### config.mk
export PLATFORM = sky130hd
export DESIGN_NAME = pmr_state_reg
export DESIGN_NICKNAME = d
export VERILOG_FILES = /design/src/pmr_mode_check.v /design/src/pmr_state_reg.v
export VERILOG_INCLUDE_DIRS = /design/src
export SDC_FILE = /design/constraint.sdc
export NUM_CORES = 1
export LEC_CHECK = 0
export BUFFER_PORTS_ARGS = -buffer_cell sky130_fd_sc_hd__buf_2
export CAP_MARGIN = 20
export CORE_UTILIZATION = 30
export CTS_BUF_LIST = sky130_fd_sc_hd__clkbuf_4
export DETAILED_ROUTE_END_ITERATION = 10
export HOLD_SLACK_MARGIN = 0.15
export SYNTH_ARGS = -nofsm -noshare
export SYNTH_HDL_FRONTEND = slang
export SYNTH_SLANG_ARGS = --single-unit
### constraint.sdc
create_clock -name clk -period 1.21 [get_ports clk]
set_input_delay 0.0605 -clock clk [delete_from_list [all_inputs] [get_ports clk]]
set_output_delay 0.0605 -clock clk [all_outputs]
set_load 0.02 [all_outputs]
### src/pmr_defs.vh
`ifndef PMR_DEFS_VH
`define PMR_DEFS_VH
// Field positions, bit 1 is the most significant bit (index 15)
`define PMR_IE_BIT 15
`define PMR_VEC_BIT 14
`define PMR_RSV_HI 13
`define PMR_RSV_LO 8
`define PMR_SET_HI 7
`define PMR_SET_LO 5
`define PMR_IOMAP_BIT 4
`define PMR_EXCH_BIT 3
`define PMR_SEG_BIT 2
`define PMR_ERL_HI 1
`define PMR_ERL_LO 0
// Positions a load or direct write may change: bits 1, 2 and 12 to 16
`define PMR_WR_MASK 16'hc01f
// Reset value: normal operating setting, register set zero
`define PMR_RESET 16'hc01f
// Addressing modes
`define PMR_MODE_S 2'h0
`define PMR_MODE_R 2'h1
`define PMR_MODE_V 2'h2
`define PMR_MODE_I 2'h3
// Opcodes on the instruction port
`define PMR_OP_NONE 4'h0
`define PMR_OP_ALLOW 4'h1
`define PMR_OP_BLOCK 4'h2
`define PMR_OP_STD 4'h3
`define PMR_OP_VECT 4'h4
`define PMR_OP_CHKCLR 4'h5
`define PMR_OP_CHKIN 4'h6
`define PMR_OP_CHKOUT 4'h7
`define PMR_OP_LOAD 4'h8
`define PMR_OP_WRITE 4'h9
`define PMR_OP_XCHG 4'ha
`endif

### src/pmr_mode_check.v
`timescale 1ns/1ps
`default_nettype none
`include "pmr_defs.vh"
// Decides whether an opcode is legal in the current addressing mode
module pmr_mode_check (
    input wire [3:0] opCode,
    input wire [1:0] addrMode,
    output reg opLegal
);
    wire isVI;
    assign isVI = (addrMode == `PMR_MODE_V) || (addrMode == `PMR_MODE_I);
    // Legality table per opcode
    always @* begin
        case (opCode)
            `PMR_OP_ALLOW, `PMR_OP_BLOCK: opLegal = 1'h1;
            `PMR_OP_CHKIN, `PMR_OP_CHKOUT, `PMR_OP_CHKCLR: opLegal = 1'h1;
            `PMR_OP_STD, `PMR_OP_VECT: opLegal = (addrMode != `PMR_MODE_I);
            `PMR_OP_LOAD: opLegal = isVI;
            `PMR_OP_WRITE: opLegal = isVI;
            `PMR_OP_XCHG: opLegal = 1'h1;
            default: opLegal = 1'h0;
        endcase
    end
endmodule // pmr_mode_check
`default_nettype wire

### src/pmr_state_reg.v
`timescale 1ns/1ps
`default_nettype none
`include "pmr_defs.vh"
// Summary of operation
// - Bit 1 gates interrupts: 0 blocks all, 1 allows them.
// - Bit 2 selects standard (0) or vectored (1) interrupt handling.
// - Bits 9 to 11 hold the active register set and only process exchange changes them.
// - Bit 12 selects unmapped (0) or mapped (1) I/O transfers.
// - Bit 13 enables process exchange when 1; the exchange op here is taken whatever bit 13 holds.
// - Bit 14 turns memory segmentation on when 1.
// - Bits 15 to 16 set error reporting: none, parity only, unrecovered only, all.
// - The normal setting is 11000000 in bits 1 to 8 and 11111 in bits 12 to 16.
// - The allow op sets bit 1 and the block op clears it, in every mode.
// - Enter vectored sets bit 2 and enter standard clears it, only in S, R and V modes.
// - The check flag clear op zeroes bits 15 to 16 and holds off interrupts one instruction.
// - Dedicated ops, legal in all modes, enter and leave machine check mode.
// - The status word load, legal only in V and I modes, fills the register from memory.
// - The register is directly readable and writable only in V and I modes.
module pmr_state_reg (
    input wire clk,
    input wire rst,
    input wire opValid,
    input wire [3:0] opCode,
    input wire [15:0] opData,
    input wire [2:0] newRegSet,
    input wire [1:0] addrMode,
    input wire instrDone,
    input wire readReq,
    output reg [15:0] readData,
    output reg readValid,
    output reg opIllegal,
    output reg interruptAllow,
    output reg vectoredMode,
    output reg [2:0] active_register_set,
    output reg io_mapping_select,
    output reg process_exchange_enable,
    output reg segmentEnable,
    output reg [1:0] error_report_level,
    output reg checkModeActive
);
    // Stored register word and the two side states
    reg [15:0] flags_reg;
    reg [15:0] flags_next;
    reg holdOff_reg;
    reg holdOff_next;
    reg checkMode_reg;
    reg checkMode_next;
    // Legality and decoded op strobes
    wire opLegal;
    wire isVI;
    wire opTaken;
    wire doAllow;
    wire doBlock;
    wire doStd;
    wire doVect;
    wire doClear;
    wire doChkIn;
    wire doChkOut;
    wire doLoad;
    wire doWrite;
    wire doExch;
    // Word that a load or direct write would leave behind
    wire [15:0] mergedWord;
    genvar bitIdx;

    // Positions that a load or direct write may change
    localparam [15:0] WR_MASK = `PMR_WR_MASK;

    // Direct access and reads only in the V and I modes
    assign isVI = (addrMode == `PMR_MODE_V) || (addrMode == `PMR_MODE_I);

    pmr_mode_check uCheck (
        .opCode(opCode),
        .addrMode(addrMode),
        .opLegal(opLegal)
    );

    // An op counts only when the current mode allows it; refused ops decode to nothing
    assign opTaken = opValid & opLegal;
    assign doAllow = opTaken & (opCode == `PMR_OP_ALLOW);
    assign doBlock = opTaken & (opCode == `PMR_OP_BLOCK);
    assign doStd = opTaken & (opCode == `PMR_OP_STD);
    assign doVect = opTaken & (opCode == `PMR_OP_VECT);
    assign doClear = opTaken & (opCode == `PMR_OP_CHKCLR);
    assign doChkIn = opTaken & (opCode == `PMR_OP_CHKIN);
    assign doChkOut = opTaken & (opCode == `PMR_OP_CHKOUT);
    assign doLoad = opTaken & (opCode == `PMR_OP_LOAD);
    assign doWrite = opTaken & (opCode == `PMR_OP_WRITE);
    assign doExch = opTaken & (opCode == `PMR_OP_XCHG);

    // Per-bit merge: writable positions take the data, the rest keep their value.
    // Keeping the set field here is what stops a status word load from moving it.
    generate
        for (bitIdx = 0; bitIdx < 16; bitIdx = bitIdx + 1) begin : gMerge
            if (WR_MASK[bitIdx]) begin : gTake
                assign mergedWord[bitIdx] = opData[bitIdx];
            end else begin : gKeep
                assign mergedWord[bitIdx] = flags_reg[bitIdx];
            end
        end
    endgenerate

    // Next register word; at most one strobe is high since one op comes per cycle
    always @* begin
        flags_next = flags_reg;
        if (doAllow) begin
            flags_next[`PMR_IE_BIT] = 1'h1;
        end
        if (doBlock) begin
            flags_next[`PMR_IE_BIT] = 1'h0;
        end
        if (doVect) begin
            flags_next[`PMR_VEC_BIT] = 1'h1;
        end
        if (doStd) begin
            flags_next[`PMR_VEC_BIT] = 1'h0;
        end
        if (doClear) begin
            flags_next[`PMR_ERL_HI:`PMR_ERL_LO] = 2'h0;
        end
        if (doLoad || doWrite) begin
            flags_next = mergedWord;
        end
        if (doExch) begin
            flags_next[`PMR_SET_HI:`PMR_SET_LO] = newRegSet;
        end
        // Reserved positions never hold a one, whatever software wrote
        flags_next[`PMR_RSV_HI:`PMR_RSV_LO] = 6'h00;
    end

    // Hold-off ends when the instruction after the clear op retires
    always @* begin
        holdOff_next = holdOff_reg;
        if (instrDone && holdOff_reg) begin
            holdOff_next = 1'h0;
        end
        // A retire on the clear op's own edge belongs to the clear op itself
        if (doClear) begin
            holdOff_next = 1'h1;
        end
    end

    // Machine check mode is its own flag, outside the register word
    always @* begin
        checkMode_next = checkMode_reg;
        if (doChkIn) begin
            checkMode_next = 1'h1;
        end
        if (doChkOut) begin
            checkMode_next = 1'h0;
        end
    end

    // Register word; reset lands on the normal operating setting with set zero
    always @(posedge clk) begin
        if (rst) begin
            flags_reg <= `PMR_RESET;
        end else begin
            flags_reg <= flags_next;
        end
    end

    // Hold-off state
    always @(posedge clk) begin
        if (rst) begin
            holdOff_reg <= 1'h0;
        end else begin
            holdOff_reg <= holdOff_next;
        end
    end

    // Check mode state
    always @(posedge clk) begin
        if (rst) begin
            checkMode_reg <= 1'h0;
        end else begin
            checkMode_reg <= checkMode_next;
        end
    end

    // Interrupt controls track the next word so they change on the op's own edge.
    // Hold-off masks the gate only; the stored enable bit is left as software set it.
    always @(posedge clk) begin
        if (rst) begin
            interruptAllow <= 1'h0;
            vectoredMode <= 1'h0;
        end else begin
            interruptAllow <= flags_next[`PMR_IE_BIT] & ~holdOff_next;
            vectoredMode <= flags_next[`PMR_VEC_BIT];
        end
    end

    // Field outputs, each a copy of its position in the next word
    always @(posedge clk) begin
        if (rst) begin
            active_register_set <= 3'h0;
            io_mapping_select <= 1'h0;
            process_exchange_enable <= 1'h0;
            segmentEnable <= 1'h0;
            error_report_level <= 2'h0;
        end else begin
            active_register_set <= flags_next[`PMR_SET_HI:`PMR_SET_LO];
            io_mapping_select <= flags_next[`PMR_IOMAP_BIT];
            process_exchange_enable <= flags_next[`PMR_EXCH_BIT];
            segmentEnable <= flags_next[`PMR_SEG_BIT];
            error_report_level <= flags_next[`PMR_ERL_HI:`PMR_ERL_LO];
        end
    end

    // Check mode status and the one-cycle refusal pulse
    always @(posedge clk) begin
        if (rst) begin
            checkModeActive <= 1'h0;
            opIllegal <= 1'h0;
        end else begin
            checkModeActive <= checkMode_next;
            opIllegal <= opValid & ~opLegal;
        end
    end

    // Read port: one-cycle answer showing the word as it stood before this edge.
    // Reads are refused outside V and I, and the data then reads zero.
    always @(posedge clk) begin
        if (rst) begin
            readValid <= 1'h0;
            readData <= 16'h0000;
        end else begin
            readValid <= readReq & isVI;
            readData <= (readReq && isVI) ? flags_reg : 16'h0000;
        end
    end
endmodule // pmr_state_reg
`default_nettype wire

---- Word level (Yosys, flattened, before mapping) ----
Cells that the tools add are included.
W data, S select, Z words.
cells by class
  div/mod/pow operators ................... 0
  eq/ne operators ......................... 13
  bitwise gates (word level) .............. 17
  reductions and logical operators ........ 9
  $add $sub $neg .......................... 0
  mux-type cells .......................... 10
  $lt $le $gt $ge ......................... 0
  $mul .................................... 0
  shift-type cells ........................ 0
operators with widths
  cell                  count
  $eq A4 B3 Y1 const B  4
  $mux W16              1
  $and A1 B1 Y1         14
  $eq A4 B4 Y1 const B  3
  $eq A4 B2 Y1 const B  2
  $reduce_or A2 Y1      4
  $mux W1               6
  $reduce_or A6 Y1      1
  $eq A2 B2 Y1 const B  2
  $eq A4 B1 Y1 const B  1
  $mux W3               1
  $not A1 Y1            3
  $pmux W1 S3           1
  $logic_and A1 B1 Y1   2
  $logic_or A1 B1 Y1    2
  $mux W2               1
  $ne A2 B2 Y1 const B  1
word-level totals
  input bits .............................. 30
  ROM bits ................................ 0
  output and inout port bits .............. 29
  bits in latches ......................... 0
  bits in registers ....................... 46
  memories kept ........................... 0
  bits in writable memories ............... 0

---- Depth between registers and ports, before layout ----
Gate-level depths: netlist (run 1).
  word-level depth ........................ 9
  gate-level depth with buffers ........... 6
  depth with buffers taken out ............ 4

---- Cells and area by module ----
Synthesis (run 1) repeated with hierarchy kept, for this count alone.
second synthesis, totals
  cells, all modules ...................... 113
  area, all modules ....................... 1176.1 µm²
by module, submodules not included
  module          sequential area each (µm²)  times used  cells an instance  area an instance (µm²)
  pmr_state_reg   620.6                       1           105                1121.1
  pmr_mode_check  0.0                         1           8                  55.1

---- Worst setup path before layout (run 1) ----
OpenSTA, ideal clock, no wires.
  path type ............................... in2reg
  start ................................... input port opCode[0]
  end ..................................... register flags_reg[15]
  buffers on the path ..................... 1
  setup slack ............................. 6 ps
  arrival time ............................ 1084 ps
  stages on the path ...................... 5
  library setup time ...................... 120 ps
  data required time ...................... 1090 ps
  path through ............................ buf_6 > or4b_1 > a21boi_1 > o31ai_1 > or2_1
on the way
  word-level cells in the longest chain between the ends .. 8
  elaborated cells on any way between the ends .. 23
  those cells by class .................... 10 x eq/ne; 4 x mux; 5 x bitwise; 4 x reduce/logical
ends and longest elaborated chain
  element                                                    line                 text
  from (decl)                                                pmr_state_reg.v:23   input wire [3:0] opCode,
  $eq A4 B1 Y1 (tied with other cells)                       pmr_mode_check.v:14  case (opCode)
  $reduce_or A6 Y1 (no source line) (tied with other cells)  -
  $pmux W1 S3                                                pmr_mode_check.v:14
  $and A1 B1 Y1                                              pmr_state_reg.v:79   assign opTaken = opValid & opLegal;
  $and A1 B1 Y1                                              pmr_state_reg.v:80   assign doAllow = opTaken & (opCode == `PMR_OP_ALLOW);
  $mux W1                                                    pmr_state_reg.v:106  if (doAllow) begin
  $mux W1                                                    pmr_state_reg.v:109  if (doBlock) begin
  $mux W16 *                                                 pmr_state_reg.v:121  if (doLoad || doWrite) begin
  to (signal assigned)                                       pmr_state_reg.v:157  flags_reg <= `PMR_RESET;
  to (signal assigned)                                       pmr_state_reg.v:159  flags_reg <= flags_next;
  to (decl)                                                  pmr_state_reg.v:42   reg [15:0] flags_reg;
Every way passes the cells marked *; elsewhere a longest branch is shown, timed or not.
A chain may end at the register's enable or synchronous reset.

---- Worst setup path in the final report (run 1) ----
  start ................................... input port rst
  end ..................................... register readData[6]
on the way
  word-level cells in the longest chain between the ends .. 1
ends and longest elaborated chain
  element                            line                 text
  from (decl)                        pmr_state_reg.v:21   input wire rst,
  $reduce_or A2 Y1 (no source line)  -
  to (signal assigned)               pmr_state_reg.v:229  readData <= (readReq && isVI) ? flags_reg : 16'h0000;
  to (decl)                          pmr_state_reg.v:29   output reg [15:0] readData,
No other way between the ends.

==> results by group, run 1 <==
Critical path
  • Critical path's slowest cell: dlygate4sd3_1
  • WP data arrival: 1.26 ns
  • Worst reg2reg endpoint: interruptAllow
  • Reg2Reg Launch Point: flags_reg[15]
  • Buffers plus inverters on the worst setup path: 3
  • Startpoint types: input pin
  • Slowest cell delay on critical path: 0.51 ns
  • Crit Path Class: input pin to flip-flop
  • Worst path required time: 1.42 ns
  • Top Family by Delay on Critical Path: buffers and inverters
  • Reg2Reg Setup Slack: 0.30 ns
  • Worst-path maximum fanout: 15
  • Reg2Reg Depth: 3
  • CP Cell Sequence: dlygate4sd3_1 -> buf_2 -> nor2_1 -> buf_4 -> and2_1
  • CP Capture Type: flip-flop

Global route
  • Largest net degree at the start of global routing: 16
  • Vias in the first global route: 1047
  • Total track usage: 0.146
  • Antenna violations before repair: 0
  • Total congestion overflow: 0
  • Global-route wire length before repair: 4590 um

STA
  • Final min period: 1.04 ns
  • Slew Viols, Final: 0
  • # setup viols final: 0
  • Unrepaired setup endpoints after global routing: false
  • Final WS setup: 0.169 ns
  • Final hold violations: 0
  • Final clock period utilization by the worst path: 0.861
  • FMAX: 960 MHz
  • Setup Skew: 0.0117 ns

Floorplan
  • Die X: 66.3 um
  • IO Count: 59
  • Row cnt: 22
  • Core area: 3800 sq um
  • Die height: 66.3 um
  • Die area: 4390 sq um
  • Initial Util: 0.326

Yosys
  • Simple-gate share of the synthesized area: 0.248
  • Synth top area share: 0.501
  • Seq/Total Area, Yosys: 0.501
  • Netlist cell types: 34
  • Synth Area in Adders: 0
  • Synth Area in XOR/XNOR: 0
  • Synth area leader: dfxtp_1
  • Ys async rst share: 0
  • Mapped Area: 1240 sq um
  • Avg Inst Size Synth: 9.83 sq um
  • Multiplexer area fraction after synthesis: 0.0485
  • Top_reg_cell synth: dfxtp_1
  • Yosys Warn Count: 0
  • Flops & latches, synth: 31
  • Area contributors post-synth: dfxtp_1 (50%), buf_4 (5.5%), and2_1 (5.1%)
  • Synth Area in Compound Gates: 0.103
  • Post-synth EDFFs: 0
  • Main combinational cell family by area after synthesis: simple AND/OR/NAND/NOR gates
  • Gate count of the mapped netlist: 126

Routing
  • Via count: 1049
  • Wire length per cell: 11.9 um
  • Antenna Nets Post-Route: 0
  • First drt pass iteration count: 4
  • Initial drt markers: 27
  • WL final: 2840 um
  • Vias per inst: 4.41
  • DRC: 0

Final layout
  • Fin cells: 238
  • Multi-input logic area: 518 sq um
  • Syn-to-layout area delta: 37.4%
  • Sequential Area: 621 sq um
  • Number of fill cells in the layout: 406
  • Antenna cells: 0
  • Fin nets: 220
  • Share of cells above drive strength 1: 0.332
  • Most frequent cells in the layout: buf_2 (43), dfxtp_1 (31), dlygate4sd3_1 (14)
  • Most common cell after layout, fill and taps aside: buf_2

Placement
  • Routability cong.: 0.868
  • Port bufs: 43
  • Worst slack, placed: -0.122 ns
  • Placed cells: 217
  • Detailed Place HPWL: 2040 um

Worst hold path
  • Hold EP: readValid
  • Hold depth: 4
  • Hold Crit Start: readReq
  • Tightest Hold Check Type: input pin to flip-flop

Clock network
  • CTS Sinks: 31
  • CTS tree: done
  • Clock buffer depth: 2
  • Number of setup buffers added after CTS: 0
  • Worst-Skew Late Latency: 0.32 ns
  • TritonCTS Buffers: 5
  • Root buf cell: clkbuf_4
  • H-tree depth: 2
  • CTS clock-pin slew for the worst setup and hold paths: 0.09 ns

Power
  • Leakage power: 0.786 nW
  • Final Power: 0.00192 W
  • Power Dens Cells: 1130 nW/um^2
  • Worst vdd ir: 429 uV

Run
  • Max Cap Viol: 0

Run status
  • Outcome: finished, final reports clean
-- metal layers --
layer	track usage	vias up	wire, um	part of all wire
li1	-	536	-	-
met1	0.158	469	1240	0.44
met2	0.253	35	1390	0.49
met3	0.0379	9	145	0.051
met4	0.0851	0	66	0.023
met5	0	-	0	0
-- cells by family after synthesis --
logic type,Yosys count
other cells,1
mux,6
buf+inv,19
simple gates,50
compound gates,19
flops,31
-- Yosys cell counts (2+ instances only) --
cell / number
dfxtp_1: 31
and2_1: 10
buf_4: 9
nor2_1: 9
nor2b_1: 9
a21oi_1: 6
mux2i_1: 6
buf_2: 5
nand2b_1: 5
nand3b_1: 4
clkbuf_1: 3
nand2_1: 3
or2_1: 3
a21boi_1: 2
a22o_1: 2
-- metrics by stage --
step | utilization | hold WS [ns] | area [sq um] | TNS [ns]
finish | 0.448 | 0.164 | 1700 | 0
global route | 0.448 | 0.171 | 1700 | 0
CTS | 0.448 | 0.154 | 1700 | 0
detailed placement | 0.399 | 0.315 | 1520 | -0.253
global placement | 0.399 | 0.300 | 1520 | -0.107
floorplan | - | 0.200 | 1260 | 0
-- timing repair --
action,CTS,global route
endpoints found under the hold margin,19,0
gates resized for setup,0,0
endpoints found under the setup margin,0,0
hold buffers,14,0
-- tightest hold or removal path, delay by kind of cell --
family                 cells  cell delay, ns
AND/OR/NAND/NOR            2            0.10
buffers and inverters      2            0.26
-- final cells by class --
type | count | area share
clock inverters | 2 | 0.00515
well taps | 48 | 0.0353
inverters | 1 | 0.00221
multi-input cells | 81 | 0.304
repair buffers | 70 | 0.266
flip-flops and latches | 31 | 0.365
clock buffers | 5 | 0.0221
-- worst max path at each step --
stage          startpoint       endpoint  slack [ns]  cells past startpoint
6_report              rst    readData[6]        0.17                      5
5_1_grt               rst    readData[5]         0.1                      5
4_1_cts               rst    readData[6]        0.17                      5
3_5_place_dp    opCode[3]  flags_reg[15]       -0.12                      5
3_3_place_gp    opCode[0]  flags_reg[15]       -0.07                      5
2_1_floorplan   opCode[0]  flags_reg[15]       0.006                      5
-- power by group --
group | internal [W] | switching (W) | total (W)
clock network | 0.000205 | 0.000324 | 0.000529
registers | 0.00106 | 0.0000137 | 0.00108
logic | 0.000151 | 0.000165 | 0.000316
total | 0.00142 | 0.000502 | 0.00192
Note: power is estimated with default switching activity, not from simulation.
==> run 2: changes to the inputs <==
--- a/config.mk
+++ b/config.mk
@@ -8,10 +8,14 @@
 export LEC_CHECK = 0
 export BUFFER_PORTS_ARGS = -buffer_cell sky130_fd_sc_hd__buf_2
 export CAP_MARGIN = 20
-export CORE_UTILIZATION = 30
+export CELL_PAD_IN_SITES_DETAIL_PLACEMENT = 1
+export CELL_PAD_IN_SITES_GLOBAL_PLACEMENT = 2
+export CORE_ASPECT_RATIO = 0.75
+export CORE_UTILIZATION = 24
 export CTS_BUF_LIST = sky130_fd_sc_hd__clkbuf_4
 export DETAILED_ROUTE_END_ITERATION = 10
 export HOLD_SLACK_MARGIN = 0.15
+export PLACE_DENSITY_LB_ADDON = 0.1
 export SYNTH_ARGS = -nofsm -noshare
 export SYNTH_HDL_FRONTEND = slang
 export SYNTH_SLANG_ARGS = --single-unit
==> run 2 against run 1 <==
Compared with the run above: clock skew down 0.0086 ns; combinational power hardly changed; final area increased by 0.74%; clock power grew 2%; clock-buffer cell count stayed put; non-clock buffer count unchanged; worst hold slack improved by 0.017 ns; critical endpoint is now readData[15].
==> results by group, run 2 (synthesis results as in run 1) <==
Clock network
  • Root buf cell: clkbuf_4
  • CTS clock-pin slew for the worst setup and hold paths: 0.09 ns (about the same)
  • CTS Sinks: 31 (unchanged)
  • H-tree depth: 2 (unchanged)
  • Number of setup buffers added after CTS: 0 (unchanged)
  • TritonCTS Buffers: 5 (unchanged)
  • Worst-Skew Late Latency: 0.32 ns (about the same)
  • CTS tree: done
  • Clock buffer depth: 2 (unchanged)

Critical path
  • Critical path's slowest cell: dlygate4sd3_1
  • Worst-path maximum fanout: 11 (-4)
  • Slowest cell delay on critical path: 0.52 ns (about the same)
  • CP Cell Sequence: dlygate4sd3_1 -> buf_2 -> nor2_1 -> buf_4 -> and2_1
  • WP data arrival: 1.18 ns (-0.08 ns)
  • Startpoint types: input pin
  • Crit Path Class: input pin to flip-flop
  • Top Family by Delay on Critical Path: buffers and inverters
  • Buffers plus inverters on the worst setup path: 3 (unchanged)
  • Worst path required time: 1.43 ns (about the same)
  • CP Capture Type: flip-flop

Placement
  • DP Area: 1540 sq um (+1.5%)
  • Routability cong.: 0.767 (-12%)
  • Port bufs: 43 (unchanged)
  • Detailed Place HPWL: 2280 um (+12%)
  • Placed cells: 230 (+6.0%)

STA
  • # setup viols final: 0 (unchanged)
  • FMAX: 1040 MHz (+8.1%)
  • Slew Viols, Final: 0 (unchanged)
  • Unrepaired setup endpoints after global routing: false
  • Setup Skew: 0.00319 ns (-0.00856 ns)
  • Final min period: 0.964 ns (-0.0776 ns)
  • Final clock period utilization by the worst path: 0.797 (-0.0641)
  • Final hold violations: 0 (unchanged)

Power
  • Logic pwr share: 0.164 (about the same)
  • Reg power frac: 0.556 (-0.004)
  • Psw: 0.000517 W (+2.9%)
  • Power Dens Cells: 1130 nW/um^2 (about the same)
  • Clock share of power: 0.280 (+0.004)
  • Worst vdd ir: 554 uV (+29%)
  • Leakage power: 0.787 nW (about the same)
  • Int Pwr: 0.00142 W (-0.15%)
  • Sw Share: 0.267 (+0.00583)

Global route
  • Vias in the first global route: 1099 (+5.0%)
  • Antenna violations before repair: 0 (unchanged)
  • Total track usage: 0.128 (-0.0180)
  • Largest net degree at the start of global routing: 12 (-4)
  • Total congestion overflow: 0 (unchanged)
  • Global-route wire length before repair: 5240 um (+14%)

Routing
  • First drt pass iteration count: 6 (+2)
  • Vias per inst: 4.23 (-4.0%)
  • WL final: 3130 um (+10%)
  • Via count: 1058 (+0.86%)
  • Initial drt markers: 49 (+81%)
  • Antenna Nets Post-Route: 0 (unchanged)
  • Wire length per cell: 12.5 um (+4.8%)
  • DRC: 0 (unchanged)

Final layout
  • Syn-to-layout area delta: 38.4%
  • Fin nets: 220 (unchanged)
  • Most common cell after layout, fill and taps aside: buf_2
  • Antenna cells: 0 (unchanged)
  • Post-route cell area: 1710 sq um (+0.74%)
  • Fin cells: 250 (+5.0%)
  • Share of cells above drive strength 1: 0.337 (+0.00526)
  • Most frequent cells in the layout: buf_2 (43), dfxtp_1 (31), buf_4 (14)

Worst hold path
  • Tightest Hold Check Type: input pin to flip-flop

Run status
  • Outcome: finished, final reports clean

Run
  • Max Cap Viol: 0 (unchanged)

Floorplan
  • Initial Util: 0.251 (-0.0747)
  • Die X: 85.0 um (+28%)
  • Die height: 64.2 um (-3.1%)
  • Core area: 4930 sq um (+30%)
  • Row cnt: 22 (unchanged)
  • Die area: 5460 sq um (+24%)
  • IO Count: 59 (unchanged)
run 2: tightest hold or removal path, delay by kind of cell:
kind          cells  cell delay [ns]
buf+inv           3             0.33
simple gates      1             0.06
run 2: final cells by class:
cell class,instances,area (sq um)
Clock inverter,2,8.76
Inverter,1,3.75
Fill cell,575,3210
Tap cell,60,75.1
Timing Repair Buffer,70,450
Multi-Input combinational cell,81,518
Sequential cell,31,621
Clock buffer,5,37.5
run 2: path summary, 6_finish.rpt:
check	from	end	slack [ns]	cells after the start
max	rst	readData[15]	0.25	5
min	opValid	opIllegal	0.18	4
max reg2reg	flags_reg[15]	interruptAllow	0.26	3
min reg2reg	flags_reg[4]	readData[4]	0.46	1
run 2: through the flow:
| step | TNS [ns] | utilization | worst slack, ns | hold WS [ns] | power, W |
|---|---|---|---|---|---|
| finish | 0 | 0.348 | 0.246 | 0.181 | 0.00193 |
| global placement | -0.372 | 0.312 | -0.0742 | 0.304 | 0.00138 |
| floorplan | 0 | - | 0.00629 | 0.200 | 0.00128 |
| CTS | 0 | 0.348 | 0.248 | 0.154 | 0.00197 |
| global route | 0 | 0.348 | 0.130 | 0.169 | 0.00204 |
| detailed placement | -0.322 | 0.312 | -0.0636 | 0.317 | 0.00139 |
run 2: timing repair:
item / CTS / global route
hold buffers: 13 / 0
setup endpoints to repair: 0 / 0
gates resized for setup: 0 / 0
endpoints found under the hold margin: 19 / 0
run 2: power groups by stage:
| stage | registers [W] | logic [W] | clock network (W) |
|---|---|---|---|
| detailed placement | 0.00110 | 0.000287 | 0 |
| global placement | 0.00110 | 0.000285 | 0 |
| global route | 0.00108 | 0.000348 | 0.000617 |
| CTS | 0.00108 | 0.000321 | 0.000574 |
| floorplan | 0.00114 | 0.000142 | 0 |
| finish | 0.00107 | 0.000317 | 0.000541 |
run 2: layer usage:
| metal | vias up | share of wire | wire length [um] | global-route usage |
|---|---|---|---|---|
| met4 | 0 | 0.019 | 59 | 0.0657 |
| met1 | 487 | 0.51 | 1580 | 0.158 |
| met3 | 6 | 0.059 | 186 | 0.0452 |
| met2 | 36 | 0.41 | 1300 | 0.196 |
| met5 | - | 0 | 0 | 0 |
| li1 | 529 | - | - | - |
==> run 3: changes to the inputs <==
==> constraint.sdc (replaced) <==
create_clock -name clk -period 0.8 [get_ports clk]
set_input_delay 0.04 -clock clk [delete_from_list [all_inputs] [get_ports clk]]
set_output_delay 0.04 -clock clk [all_outputs]
set_load 0.02 [all_outputs]
==> run 3 against run 2 <==
Compared with the run above: the flow now finishes with violations (setup timing); cell count rose by 2.0%; sequential cell count did not move; combinational power rose by 96%; clock skew rose by 0.0086 ns; clock-buffer cell count rose by 2; register-to-register slack got worse by 0.35 ns; die area did not move; first-iteration DRC count fell by 33%; critical endpoint is now interruptAllow; highest routed layer unchanged.
==> results by group, run 3 (synthesis results as in run 1) <==
Final layout
  • Most frequent cells in the layout: buf_6 (28), dfxtp_2 (25), buf_4 (22)
  • Share of cells above drive strength 1: 0.574 (+0.238)
  • Antenna cells: 0 (unchanged)
  • Sequential Area: 652 sq um (+5.0%)
  • Multi-input logic area: 589 sq um (+14%)
  • Syn-to-layout area delta: 65.8%
  • Final core occ: 0.417 (+0.0688)
  • Fin nets: 224 (+1.8%)
  • Number of fill cells in the layout: 555 (-3.5%)
  • Most common cell after layout, fill and taps aside: buf_6

Placement
  • Worst slack, placed: -0.472 ns (-0.408 ns)
  • Detailed Place HPWL: 2220 um (-2.7%)
  • Port bufs: 43 (unchanged)
  • Routability cong.: 0.714 (-7.0%)

Routing
  • WL final: 3300 um (+5.6%)
  • DRC: 0 (unchanged)
  • Vias per inst: 4.25 (+0.36%)
  • First drt pass iteration count: 6 (unchanged)
  • Via count: 1083 (+2.4%)
  • Antenna Nets Post-Route: 0 (unchanged)
  • Wire length per cell: 13.0 um (+3.5%)
  • Initial drt markers: 33 (-33%)

Floorplan
  • Die area: 5460 sq um (unchanged)
  • Die height: 64.2 um (unchanged)
  • Core area: 4930 sq um (unchanged)
  • Die X: 85.0 um (unchanged)
  • Initial Util: 0.251 (unchanged)
  • IO Count: 59 (unchanged)
  • Row cnt: 22 (unchanged)

Critical path
  • CP Cell Sequence: a21oi_2 -> o31ai_2 -> and3b_1
  • Slowest cell delay on critical path: 0.37 ns (-0.15 ns)
  • Startpoint types: flip-flop
  • Worst reg2reg endpoint: interruptAllow
  • Critical path's slowest cell: dfxtp_2
  • Worst-path maximum fanout: 3 (-8)
  • WP data arrival: 1.16 ns (-0.02 ns)
  • Worst path required time: 1.07 ns (-0.36 ns)
  • Reg2Reg Launch Point: flags_reg[15]
  • Reg2Reg Depth: 3 (unchanged)
  • Crit Path Class: flip-flop to flip-flop
  • Reg2Reg Setup Slack: -0.09 ns (-0.35 ns)
  • CP Capture Type: flip-flop

Global route
  • Largest net degree at the start of global routing: 21 (+9)
  • Global-route wire length before repair: 5400 um (+3.2%)
  • Total congestion overflow: 0 (unchanged)
  • Total track usage: 0.134 (+0.00603)
  • Antenna violations before repair: 0 (unchanged)
  • Vias in the first global route: 1134 (+3.2%)

Clock network
  • CTS Sinks: 31 (unchanged)
  • CTS clock-pin slew for the worst setup and hold paths: 0.10 ns (about the same)
  • TritonCTS Buffers: 5 (unchanged)
  • CTS tree: done
  • Root buf cell: clkbuf_4
  • Clock buffer depth: 2 (unchanged)
  • Worst-Skew Late Latency: 0.32 ns (about the same)
  • Cts hold-fix bufs: 7 (-6)
  • H-tree depth: 2 (unchanged)

Worst hold path
  • Hold EP: flags_reg[0]
  • Hold depth: 3 (-1)
  • Tightest Hold Check Type: input pin to flip-flop
  • Hold Crit Start: opData[0]

STA
  • Final WS setup: -0.0895 ns (-0.336 ns)
  • Slew Viols, Final: 0 (unchanged)
  • # setup viols final: 23 (+23)
  • Final hold violations: 0 (unchanged)
  • Setup Skew: 0.0118 ns (+0.00857 ns)
  • Final clock period utilization by the worst path: 1.11
  • FMAX: 1120 MHz
  • Fin Hold WS: 0.0454 ns (-0.135 ns)
  • Unrepaired setup endpoints after global routing: true
  • Final min period: 0.889 ns

Run
  • Max Cap Viol: 0 (unchanged)

Power
  • Power Dens Cells: 1560 nW/um^2 (+39%)
  • Worst vdd ir: 867 uV (+56%)
  • Leakage power: 0.902 nW (+15%)

Run status
  • Outcome: complete, but fails checks
  • Failing checks: setup timing
run 3: changes by cell type in the layout (fill, tap and decap cells not counted), sizes merged:
| cell | previous run | this run |
|---|---|---|
| dlygate4sd3 | 13 | 7 |
| clkbuf | 5 | 7 |
| buf | 57 | 67 |
| clkinv | 2 | 1 |
run 3: critical path, delay by kind of cell, from the launching register on:
kind | cells | cell delay (ns)
AOI/OAI and AO/OA | 2 | 0.29
and+or+nand+nor | 1 | 0.18
DFF | 1 | 0.37
run 3: report_power, final:
part	total [W]	internal [W]	switching, W
combinational	0.000621	0.000344	0.000277
clock	0.000936	0.000410	0.000526
sequential	0.00165	0.00162	0.0000352
total	0.00321	0.00237	0.000839
run 3: worst max-delay path by stage:
| stage | end | slack (ns) | start |
|---|---|---|---|
| after floorplan | flags_reg[15] | -0.35 | opCode[0] |
| after global placement | flags_reg[15] | -0.45 | opCode[3] |
| after detailed placement | flags_reg[15] | -0.47 | opCode[3] |
| after CTS | interruptAllow | -0.10 | flags_reg[15] |
| after global routing | interruptAllow | -0.15 | flags_reg[15] |
| final | interruptAllow | -0.09 | flags_reg[15] |
run 3: per-stage QoR:
step,instances,setup TNS [ns],cell area [sq um],power [W]
global route,255,-1.78,2050,0.00341
finish,255,-0.538,2050,0.00321
CTS,251,-0.870,1990,0.00321
floorplan,131,-3.62,1320,0.00197
detailed placement,234,-7.33,1620,0.00214
global placement,234,-6.61,1620,0.00214
run 3: area by class of cell:
type / instances / area share
clock buffer: 7 / 0.0256
clock inverter: 1 / 0.00244
inverter: 1 / 0.00183
multi-input combinational: 81 / 0.287
sequential: 31 / 0.317
tap: 60 / 0.0366
timing repair buffer: 74 / 0.329
run 3: timing repair:
action / 4_1_cts / 5_1_grt
setup buffers: 3 / 4
hold endpoints to repair: 21 / 21
pin swaps: 5 / 7
endpoints found under the setup margin: 36 / 33
resized for setup: 83 / 10
cloned: 0 / 0
run 3: layer usage:
metal | GRT usage | wire (um) | up-vias | share of wire
li1 | - | - | 539 | -
met1 | 0.160 | 1490 | 508 | 0.45
met2 | 0.225 | 1620 | 32 | 0.49
met3 | 0.0465 | 149 | 4 | 0.045
met4 | 0.0445 | 36 | 0 | 0.011
met5 | 0 | 0 | - | 0
